File: config.mk
export PLATFORM = sky130hd
export DESIGN_NAME = cbrres_top
export DESIGN_NICKNAME = d
export VERILOG_FILES = /design/src/rtl/cbrres_pkg.sv /design/src/rtl/cbrres_decode.sv /design/src/rtl/cbrres_top.sv
export VERILOG_INCLUDE_DIRS = /design/src /design/src/rtl
export SDC_FILE = /design/constraint.sdc
export NUM_CORES = 1
export LEC_CHECK = 0
export BUFFER_PORTS_ARGS = -buffer_cell sky130_fd_sc_hd__clkbuf_2
export CAP_MARGIN = 5
export CORE_ASPECT_RATIO = 0.7
export CORE_UTILIZATION = 35
export CTS_CLUSTER_SIZE = 25
export DETAILED_ROUTE_END_ITERATION = 6
export PLACE_DENSITY_LB_ADDON = 0.25
export SLEW_MARGIN = 5
export SYNTH_ARGS = -nofsm -noshare
export SYNTH_HDL_FRONTEND = slang
export SYNTH_SLANG_ARGS = --single-unit
File: constraint.sdc
create_clock -name clk_i -period 16.4 [get_ports clk_i]
set_clock_uncertainty 0.15 [all_clocks]
set_input_delay 2.46 -clock clk_i [delete_from_list [all_inputs] [get_ports clk_i]]
set_output_delay 2.46 -clock clk_i [all_outputs]
set_load 0.01 [all_outputs]
File: src/rtl/cbrres_defines.svh
`ifndef CBRRES_DEFINES_SVH
`define CBRRES_DEFINES_SVH

// Wishbone register byte offsets
`define CBRRES_OFF_CTRL      8'h00
`define CBRRES_OFF_STATUS    8'h04
`define CBRRES_OFF_IRQ_STAT  8'h08
`define CBRRES_OFF_IRQ_MASK  8'h0c
`define CBRRES_OFF_LIMIT     8'h10
`define CBRRES_OFF_COUNT     8'h14

// Control register fields
`define CBRRES_CTRL_PROT_BIT 0
`define CBRRES_CTRL_V86_BIT  1
`define CBRRES_CTRL_RESET    2'h0

// Interrupt status bits
`define CBRRES_IRQ_TAKEN     0
`define CBRRES_IRQ_NOTTAKEN  1
`define CBRRES_IRQ_FAULT     2
`define CBRRES_IRQ_W         3

// Opcodes
`define CBRRES_OP_TWO_BYTE   8'h0f
`define CBRRES_OP_ABOVE      8'h77
`define CBRRES_OP_AE         8'h73
`define CBRRES_OP_BELOW      8'h72
`define CBRRES_OP_BE         8'h76
`define CBRRES_OP_EQUAL      8'h74
`define CBRRES_OP_CXZ        8'he3
`define CBRRES_OP_N_ABOVE    8'h87
`define CBRRES_OP_N_AE       8'h83
`define CBRRES_OP_N_BELOW    8'h82
`define CBRRES_OP_N_BE       8'h86
`define CBRRES_OP_N_EQUAL    8'h84

// Execution clocks, fault vector, 16-bit pointer mask and limit reset value
`define CBRRES_CLK_FLAG_TAKEN  4'h3
`define CBRRES_CLK_FLAG_NOT    4'h1
`define CBRRES_CLK_CXZ_TAKEN   4'h8
`define CBRRES_CLK_CXZ_NOT     4'h5
`define CBRRES_GP_VECTOR       8'h0d
`define CBRRES_IP16_MASK       32'h0000ffff
`define CBRRES_LIMIT_RESET     32'hffffffff

`endif

File: src/rtl/cbrres_pkg.sv
package cbrres_pkg;
  typedef enum logic [2:0] {
    CBRRES_C_NONE  = 3'h0,
    CBRRES_C_ABOVE = 3'h1,
    CBRRES_C_AE    = 3'h2,
    CBRRES_C_BELOW = 3'h3,
    CBRRES_C_BE    = 3'h4,
    CBRRES_C_EQUAL = 3'h5,
    CBRRES_C_CXZ   = 3'h6
  } cbrres_cond_t;

  typedef enum logic [1:0] {
    CBRRES_IDLE = 2'b00,
    CBRRES_BUSY = 2'b01,
    CBRRES_DONE = 2'b11
  } cbrres_state_t;
endpackage

File: src/rtl/cbrres_decode.sv
`timescale 1ns/1ps
`default_nettype none
`include "cbrres_defines.svh"

// Opcode to condition decode and condition evaluation, purely combinational
module cbrres_decode
  import cbrres_pkg::*;
(
  input  wire logic [7:0]           opcode_i,
  input  wire logic [7:0]           opcode2_i,
  input  wire logic                 carry_flag_i,
  input  wire logic                 zero_flag_i,
  input  wire logic [15:0]          count_register_low_i,
  output cbrres_pkg::cbrres_cond_t  cond_o,
  output logic                      near_o,
  output logic                      taken_o
);
  // Decode one byte of the short table; near opcodes go through near_cond
  function automatic cbrres_cond_t short_cond(input logic [7:0] op);
    if (op == `CBRRES_OP_ABOVE) short_cond = CBRRES_C_ABOVE;
    else if (op == `CBRRES_OP_AE) short_cond = CBRRES_C_AE;
    else if (op == `CBRRES_OP_BELOW) short_cond = CBRRES_C_BELOW;
    else if (op == `CBRRES_OP_BE) short_cond = CBRRES_C_BE;
    else if (op == `CBRRES_OP_EQUAL) short_cond = CBRRES_C_EQUAL;
    else if (op == `CBRRES_OP_CXZ) short_cond = CBRRES_C_CXZ;
    else short_cond = CBRRES_C_NONE;
  endfunction

  function automatic cbrres_cond_t near_cond(input logic [7:0] op);
    if (op == `CBRRES_OP_N_ABOVE) near_cond = CBRRES_C_ABOVE;
    else if (op == `CBRRES_OP_N_AE) near_cond = CBRRES_C_AE;
    else if (op == `CBRRES_OP_N_BELOW) near_cond = CBRRES_C_BELOW;
    else if (op == `CBRRES_OP_N_BE) near_cond = CBRRES_C_BE;
    else if (op == `CBRRES_OP_N_EQUAL) near_cond = CBRRES_C_EQUAL;
    else near_cond = CBRRES_C_NONE;
  endfunction

  // Condition from opcode and flags
  always_comb
  begin
    near_o = (opcode_i == `CBRRES_OP_TWO_BYTE);
    cond_o = near_o ? near_cond(opcode2_i) : short_cond(opcode_i);
    case (cond_o)
      CBRRES_C_ABOVE: taken_o = !carry_flag_i && !zero_flag_i;
      CBRRES_C_AE:    taken_o = !carry_flag_i;
      CBRRES_C_BELOW: taken_o = carry_flag_i;
      CBRRES_C_BE:    taken_o = carry_flag_i || zero_flag_i;
      CBRRES_C_EQUAL: taken_o = zero_flag_i;
      CBRRES_C_CXZ:   taken_o = (count_register_low_i == 16'h0000);
      default:        taken_o = 1'b0;
    endcase
  end
endmodule // cbrres_decode

`default_nettype wire

File: src/rtl/cbrres_top.sv
// What this block does
// - Above branch, short or near, taken only when carry and zero both clear.
// - Above-or-equal branch, short or near, taken only when carry clear.
// - Below branch, short or near, taken only when carry set.
// - Below-or-equal branch taken when carry or zero set.
// - Short carry branch shares the below encoding, taken when carry set.
// - Equal branch, short or near, taken only when zero set.
// - Count-zero short branch taken when 16-bit count is zero, flags ignored.
// - Taken branch adds sign-extended 8, 16 or 32-bit displacement to pointer.
// - With 16-bit operand width the new pointer keeps only its low half.
// - Flag branches finish in 3 clocks taken, 1 clock not taken.
// - Count-zero branch finishes in 8 clocks taken, 5 not taken.
// - Protected mode taken target beyond segment limit raises fault 13.
//
// Register access over Wishbone and the address map were left to the implementer.
`timescale 1ns/1ps
`default_nettype none
`include "cbrres_defines.svh"

module cbrres_top
  import cbrres_pkg::*;
(
  input  wire logic        clk_i,
  input  wire logic        rst_i,
  // Instruction issue from the front end
  input  wire logic        issue_valid_i,
  output logic             issue_ready_o,
  input  wire logic [7:0]  opcode_i,
  input  wire logic [7:0]  opcode2_i,
  input  wire logic [31:0] displacement_i,
  input  wire logic [1:0]  disp_size_i,
  input  wire logic        operand_width_attribute_i,
  input  wire logic [31:0] instruction_pointer_i,
  input  wire logic        carry_flag_i,
  input  wire logic        zero_flag_i,
  // Result to the front end and fault logic
  output logic             done_o,
  output logic             branch_taken_o,
  output logic [31:0]      instruction_pointer_o,
  output logic             fault_o,
  output logic [7:0]       fault_vector_o,
  output logic             invalid_o,
  // Classic Wishbone slave
  input  wire logic        wb_cyc_i,
  input  wire logic        wb_stb_i,
  input  wire logic        wb_we_i,
  input  wire logic [7:0]  wb_adr_i,
  input  wire logic [3:0]  wb_sel_i,
  input  wire logic [31:0] wb_dat_i,
  output logic [31:0]      wb_dat_o,
  output logic             wb_ack_o,
  output logic             irq_o
);
  import cbrres_pkg::*;

  // All state in one struct
  typedef struct packed {
    cbrres_state_t            state;
    logic [3:0]               cnt;
    logic                     taken;
    logic                     flt;
    logic [31:0]              target;
    logic                     ready;
    logic                     done;
    logic                     btaken;
    logic [31:0]              ip_out;
    logic                     fault;
    logic [7:0]               vec;
    logic                     invalid;
    logic [1:0]               ctrl;
    logic [31:0]              limit;
    logic [15:0]              count;
    logic [`CBRRES_IRQ_W-1:0] istat;
    logic [`CBRRES_IRQ_W-1:0] imask;
    logic [31:0]              rdata;
    logic                     ack;
    logic                     irq;
  } cbrres_state_s_t;

  cbrres_state_s_t s_q;
  cbrres_state_s_t s_d;

  cbrres_cond_t cond;
  logic         near;
  logic         cond_true;

  cbrres_decode u_decode (
    .opcode_i             (opcode_i),
    .opcode2_i            (opcode2_i),
    .carry_flag_i         (carry_flag_i),
    .zero_flag_i          (zero_flag_i),
    .count_register_low_i (s_q.count),
    .cond_o               (cond),
    .near_o               (near),
    .taken_o              (cond_true)
  );

  // Sign-extend the displacement by its size code: 0 byte, 1 word, else dword
  function automatic logic [31:0] sext(input logic [31:0] d, input logic [1:0] sz);
    if (sz == 2'h0) sext = {{24{d[7]}}, d[7:0]};
    else if (sz == 2'h1) sext = {{16{d[15]}}, d[15:0]};
    else sext = d;
  endfunction

  // Merge a write into a register by byte enables
  function automatic logic [31:0] bmerge(input logic [31:0] old, input logic [31:0] nw,
                                         input logic [3:0] sel);
    for (int i = 0; i < 4; i++)
      bmerge[i*8 +: 8] = sel[i] ? nw[i*8 +: 8] : old[i*8 +: 8];
  endfunction

  logic [31:0] sum;
  logic [31:0] tgt;
  logic        prot;
  logic        wb_req;
  logic        wb_wr;
  logic [31:0] cnt_m;
  logic [`CBRRES_IRQ_W-1:0] ev;

  // Target and limit test; fault only in protected mode, never in V86
  always_comb
  begin
    sum  = instruction_pointer_i + sext(displacement_i, disp_size_i);
    tgt  = operand_width_attribute_i ? sum : (sum & `CBRRES_IP16_MASK);
    prot = s_q.ctrl[`CBRRES_CTRL_PROT_BIT] && !s_q.ctrl[`CBRRES_CTRL_V86_BIT];
    wb_req = wb_cyc_i && wb_stb_i && !s_q.ack;
    // A write lands on the edge where the master sees ack, never a cycle earlier
    wb_wr  = wb_cyc_i && wb_stb_i && wb_we_i && s_q.ack;
    cnt_m  = bmerge({16'h0, s_q.count}, wb_dat_i, wb_sel_i);
  end

  // Next state
  always_comb
  begin
    s_d = s_q;
    s_d.done = 1'b0;
    s_d.ack = 1'b0;
    ev = '0;

    // Branch sequencer; flags are inputs only and never driven back
    case (s_q.state)
      CBRRES_IDLE:
      begin
        if (issue_valid_i && s_q.ready)
        begin
          s_d.ready = 1'b0;
          s_d.taken = cond_true;
          s_d.target = tgt;
          s_d.flt = cond_true && prot && (tgt > s_q.limit);
          if (cond == CBRRES_C_CXZ)
            s_d.cnt = cond_true ? `CBRRES_CLK_CXZ_TAKEN : `CBRRES_CLK_CXZ_NOT;
          else
            s_d.cnt = cond_true ? `CBRRES_CLK_FLAG_TAKEN : `CBRRES_CLK_FLAG_NOT;
          s_d.invalid = (cond == CBRRES_C_NONE);
          if (cond == CBRRES_C_NONE)
            s_d.cnt = 4'h1;
          s_d.state = CBRRES_BUSY;
        end
      end
      CBRRES_BUSY:
      begin
        // Count includes the issue cycle, so done lands cnt clocks after issue
        if (s_q.cnt <= 4'h2)
        begin
          s_d.done = 1'b1;
          s_d.btaken = s_q.taken && !s_q.flt && !s_q.invalid;
          s_d.ip_out = (s_q.taken && !s_q.flt) ? s_q.target : s_q.ip_out;
          s_d.fault = s_q.flt;
          s_d.vec = s_q.flt ? `CBRRES_GP_VECTOR : 8'h00;
          ev[`CBRRES_IRQ_TAKEN] = s_q.taken && !s_q.flt;
          ev[`CBRRES_IRQ_NOTTAKEN] = !s_q.taken && !s_q.invalid;
          ev[`CBRRES_IRQ_FAULT] = s_q.flt;
          s_d.state = CBRRES_DONE;
        end
        else
          s_d.cnt = s_q.cnt - 4'h1;
      end
      CBRRES_DONE:
      begin
        s_d.ready = 1'b1;
        s_d.state = CBRRES_IDLE;
      end
      default:
        s_d.state = CBRRES_IDLE;
    endcase

    // One-clock instructions complete at the issue edge itself
    if (s_q.state == CBRRES_IDLE && issue_valid_i && s_q.ready && s_d.cnt == 4'h1)
    begin
      s_d.done = 1'b1;
      s_d.btaken = 1'b0;
      s_d.fault = 1'b0;
      s_d.vec = 8'h00;
      ev[`CBRRES_IRQ_NOTTAKEN] = !s_d.invalid;
      s_d.ready = 1'b1;
      s_d.state = CBRRES_IDLE;
    end

    // Wishbone slave, one-cycle registered ack with read data latched beside it
    if (wb_req)
    begin
      s_d.ack = 1'b1;
      s_d.rdata = 32'h0000_0000;
      if (wb_adr_i == `CBRRES_OFF_CTRL)
        s_d.rdata = {30'h0, s_q.ctrl};
      else if (wb_adr_i == `CBRRES_OFF_STATUS)
        s_d.rdata = {28'h0, s_q.state == CBRRES_IDLE, s_q.fault, s_q.btaken, s_q.invalid};
      else if (wb_adr_i == `CBRRES_OFF_IRQ_STAT)
        s_d.rdata = {29'h0, s_q.istat};
      else if (wb_adr_i == `CBRRES_OFF_IRQ_MASK)
        s_d.rdata = {29'h0, s_q.imask};
      else if (wb_adr_i == `CBRRES_OFF_LIMIT)
        s_d.rdata = s_q.limit;
      else if (wb_adr_i == `CBRRES_OFF_COUNT)
        s_d.rdata = {16'h0, s_q.count};
    end

    // Register writes, committed in the ack cycle while the request still stands
    if (wb_wr)
    begin
      if (wb_adr_i == `CBRRES_OFF_CTRL)
      begin
        if (wb_sel_i[0])
          s_d.ctrl = wb_dat_i[1:0];
      end
      else if (wb_adr_i == `CBRRES_OFF_IRQ_STAT)
      begin
        if (wb_sel_i[0])
          s_d.istat = s_q.istat & ~wb_dat_i[`CBRRES_IRQ_W-1:0];
      end
      else if (wb_adr_i == `CBRRES_OFF_IRQ_MASK)
      begin
        if (wb_sel_i[0])
          s_d.imask = wb_dat_i[`CBRRES_IRQ_W-1:0];
      end
      else if (wb_adr_i == `CBRRES_OFF_LIMIT)
        s_d.limit = bmerge(s_q.limit, wb_dat_i, wb_sel_i);
      else if (wb_adr_i == `CBRRES_OFF_COUNT)
        s_d.count = cnt_m[15:0];
    end

    // Event set wins over a same-cycle clear
    s_d.istat = s_d.istat | ev;
    s_d.irq = |(s_d.istat & s_d.imask);
  end

  // State register with synchronous reset
  always_ff @(posedge clk_i)
  begin
    if (rst_i)
    begin
      s_q <= '0;
      s_q.state <= CBRRES_IDLE;
      s_q.ready <= 1'b1;
      s_q.ctrl <= `CBRRES_CTRL_RESET;
      s_q.limit <= `CBRRES_LIMIT_RESET;
    end
    else
      s_q <= s_d;
  end

  // Outputs straight from the state register
  assign issue_ready_o = s_q.ready;
  assign done_o = s_q.done;
  assign branch_taken_o = s_q.btaken;
  assign instruction_pointer_o = s_q.ip_out;
  assign fault_o = s_q.fault;
  assign fault_vector_o = s_q.vec;
  assign invalid_o = s_q.invalid;
  assign wb_dat_o = s_q.rdata;
  assign wb_ack_o = s_q.ack;
  assign irq_o = s_q.irq;
endmodule // cbrres_top

`default_nettype wire

==> metrics <==
via count of the first global-routing pass=8432; worst max-slew margin expressed relative to the limit=44.5%; master cell of the clock root buffer=clkbuf_16; RSZ-0062 raised after global routing=false; total iterations of the first detailed-routing run=5; vias post-DR=9114; remaining routing DRC violations=0; cell area after synthesis=0.00991 mm²; die outline area=0.0290 mm²; number of synthesized flops with an enable pin=0; post-route clock period utilization=41.0%; Setup WS pre-CTS=9280 ps; area grow syn2layout=14.4%; Setup crit start=disp_size_i[1]; final setup slack of the worst path=9680 ps; hold buffer count at CTS=0; count of nets after finishing=1576; global route total overflow=0; number of buffers created by CTS=17; weighted congestion reported at the end of routability-driven placement=0.874; static leakage=5.19 nW; detailed-route wire length per cell=17.6 µm; cts repair resizes=0; Core Footprint=0.0278 mm²; max-cap viol count=0; number of antenna violations at the first check in global routing=0; result of the run=finished clean; Cell Rows=51; die height=143 µm; final hold viol count=0; final setup violating endpoints=0; instance count of the mapped netlist=1272; worst reg2reg startpoint=s_q[65]; Max Slew Vio Count=0; clock slew at reported path FFs=70 ps; hold path start=wb_dat_o[5]; sum of routed wire length over all layers=30900 µm; Antenna Violating Nets Remaining=0; Worst Setup Start Kind=primary input; IO Port Bufs=208; path category of the worst min-delay check=reg2reg; power density over the cells=93.6 mW/mm²; Max Fclk=149 MHz; Data required, critical path=16550 ps; starting DRC count in detailed routing=640; TritonCTS clock tree=yes; buffers from clock root to sink, at most=2; wire length of the first global-routing pass=47900 µm; Post-CTS Setup Inserts=0; count of yosys warnings during synthesis=0; largest fanout on the critical path=26; async set-or-reset flop fraction in the synthesized netlist=0%; clock latency on the worst-skew pair=440 ps; flip-flop cell with the highest count after synthesis=dfxtp_1; type of the worst setup path=in2reg; number of clock sinks=167; Tmin final=6720 ps; total negative setup slack=0 ps; die span in x=203 µm; per-cell via count in the routed design=5.18; HPWL after detailed placement=23600 µm; critical path endpoint category=register; transition time of the tightest slew-check pin=832 ps; post-synthesis area per instance=7.79 µm²; synth unique cells=72; proportion of synthesized chip area in sequential cells=33.7%; level count of the clock H-tree=4; initial cell density of the core=35.6%; overall fraction of global-route tracks in use=21.5%; share of final-layout standard cells stronger than drive strength 1=19.2%; I/O pin count=214; Worst Path Arrival=6880 ps; register bit count reported by yosys=167; total power=0.00106 W; pin count of the biggest net entering global routing=72; maximum VDD drop=72.4 µV
critical path, stage by stage:
cell and delay, ps:
clkbuf_2 380, nor2_1 80, nand2_1 200, nand2_1 90, ha_1 420, a21oi_1 100, o21ai_0 420, o22ai_1 150
a21boi_0 490, o21a_1 170, nor2_1 50, xnor2_1 140, and2_1 170, ha_1 300, a21o_1 170, a21o_1 170
a211oi_1 230, o21ai_0 120, o211ai_1 110, nand3_1 100, a211oi_1 260, o31ai_1 100
cell usage in the layout, fill, tap and decap left out, types with 19 or more instances in the layout:
cell	instances
o21ai_0	46
mux2i_1	23
nand2_1	213
ha_1	65
nor2_1	88
o211ai_1	39
xnor2_1	19
dfxtp_1	167
inv_1	62
a21oi_1	122
clkbuf_2	207
nor3_1	23
nand3_1	37
a21o_1	23
through the flow:
step	area [µm²]	hold slack, ps	util (%)	cells
4_1_cts	11300	305	40.7	1759
6_report	11300	304	40.7	1760
3_5_place_dp	10700	295	38.6	1727
3_3_place_gp	10700	292	38.6	1727
5_1_grt	11300	324	40.7	1759
2_1_floorplan	9930	281	-	1276
cells in the mapped netlist (8+ instances only):
| library cell | n | share of area, % |
|---|---|---|
| xor2_1 | 10 | 0.88 |
| nand3_1 | 37 | 1.9 |
| clkbuf_1 | 64 | 2.4 |
| inv_1 | 62 | 2.3 |
| dfxtp_1 | 167 | 34 |
| a21o_1 | 23 | 1.7 |
| o21a_1 | 9 | 0.68 |
| a22oi_1 | 18 | 1.4 |
| nand4_1 | 13 | 0.82 |
| and2_1 | 15 | 0.95 |
| mux2i_1 | 23 | 2.3 |
| a21oi_1 | 122 | 6.2 |
| o211ai_1 | 39 | 3.0 |
| ha_1 | 65 | 8.2 |
| and3_1 | 12 | 0.76 |
| nand2b_1 | 12 | 0.76 |
| o21ai_0 | 46 | 2.3 |
| buf_4 | 72 | 5.5 |
| nand2_1 | 213 | 8.1 |
| nor4_1 | 10 | 0.63 |
| nor3_1 | 24 | 1.2 |
| xnor2_1 | 19 | 1.7 |
| a211oi_1 | 8 | 0.61 |
| nor2_1 | 88 | 3.3 |
| nor2b_1 | 8 | 0.50 |
sequential cells by signal, indices dropped and copies added (netlist names):
| name | cells |
|---|---|
| invalid_o | 1 |
| irq_o | 1 |
| wb_ack_o | 1 |
| done_o | 1 |
| s_q | 96 |
| fault_vector_o | 1 |
| branch_taken_o | 1 |
| instruction_pointer_o | 32 |
| wb_dat_o | 32 |
| issue_ready_o | 1 |
logic make-up after synthesis:
| logic type | after synthesis | synth area share [%] |
|---|---|---|
| AOI/OAI and AO/OA | 320 | 20.7 |
| other | 1 | 0.0378 |
| DFF | 167 | 33.7 |
| and+or+nand+nor | 462 | 21.4 |
| adders and majority gates | 66 | 8.41 |
| buffers and inverters | 201 | 10.3 |
| xor gates and xnor gates | 29 | 2.56 |
| muxes | 26 | 2.81 |
per-layer routing:
metal  global-route usage, %  share of wire (%)
met1                    32.0                 51
met2                    30.4                 41
met5                       0                  0
met4                    5.22               0.96
met3                    5.16                6.8
power by group:
| group | switching (W) | internal, W |
|---|---|---|
| logic | 0.000132 | 0.0000798 |
| registers | 0.0000105 | 0.000418 |
| clock network | 0.000180 | 0.000241 |
| total | 0.000323 | 0.000738 |
area by class of cell:
class                           count  area [µm²]
Fill cell                        2986       16500
Inverter                           63         236
Sequential cell                   167        3340
Timing Repair Buffer              218        1120
Tap cell                          371         464
Clock inverter                     14         174
Antenna cell                        1        2.50
Multi-Input combinational cell    908        5570
Clock buffer                       18         429
path summary, 6_finish.rpt:
check | to | slack, ps | cells after the start
max | s_q[167] | 9680 | 22
max reg2reg | s_q[167] | 13710 | 10
min | wb_dat_o[5] | 300 | 2
min reg2reg | wb_dat_o[5] | 300 | 2
No activity file was read; power rests on OpenSTA's default activity.
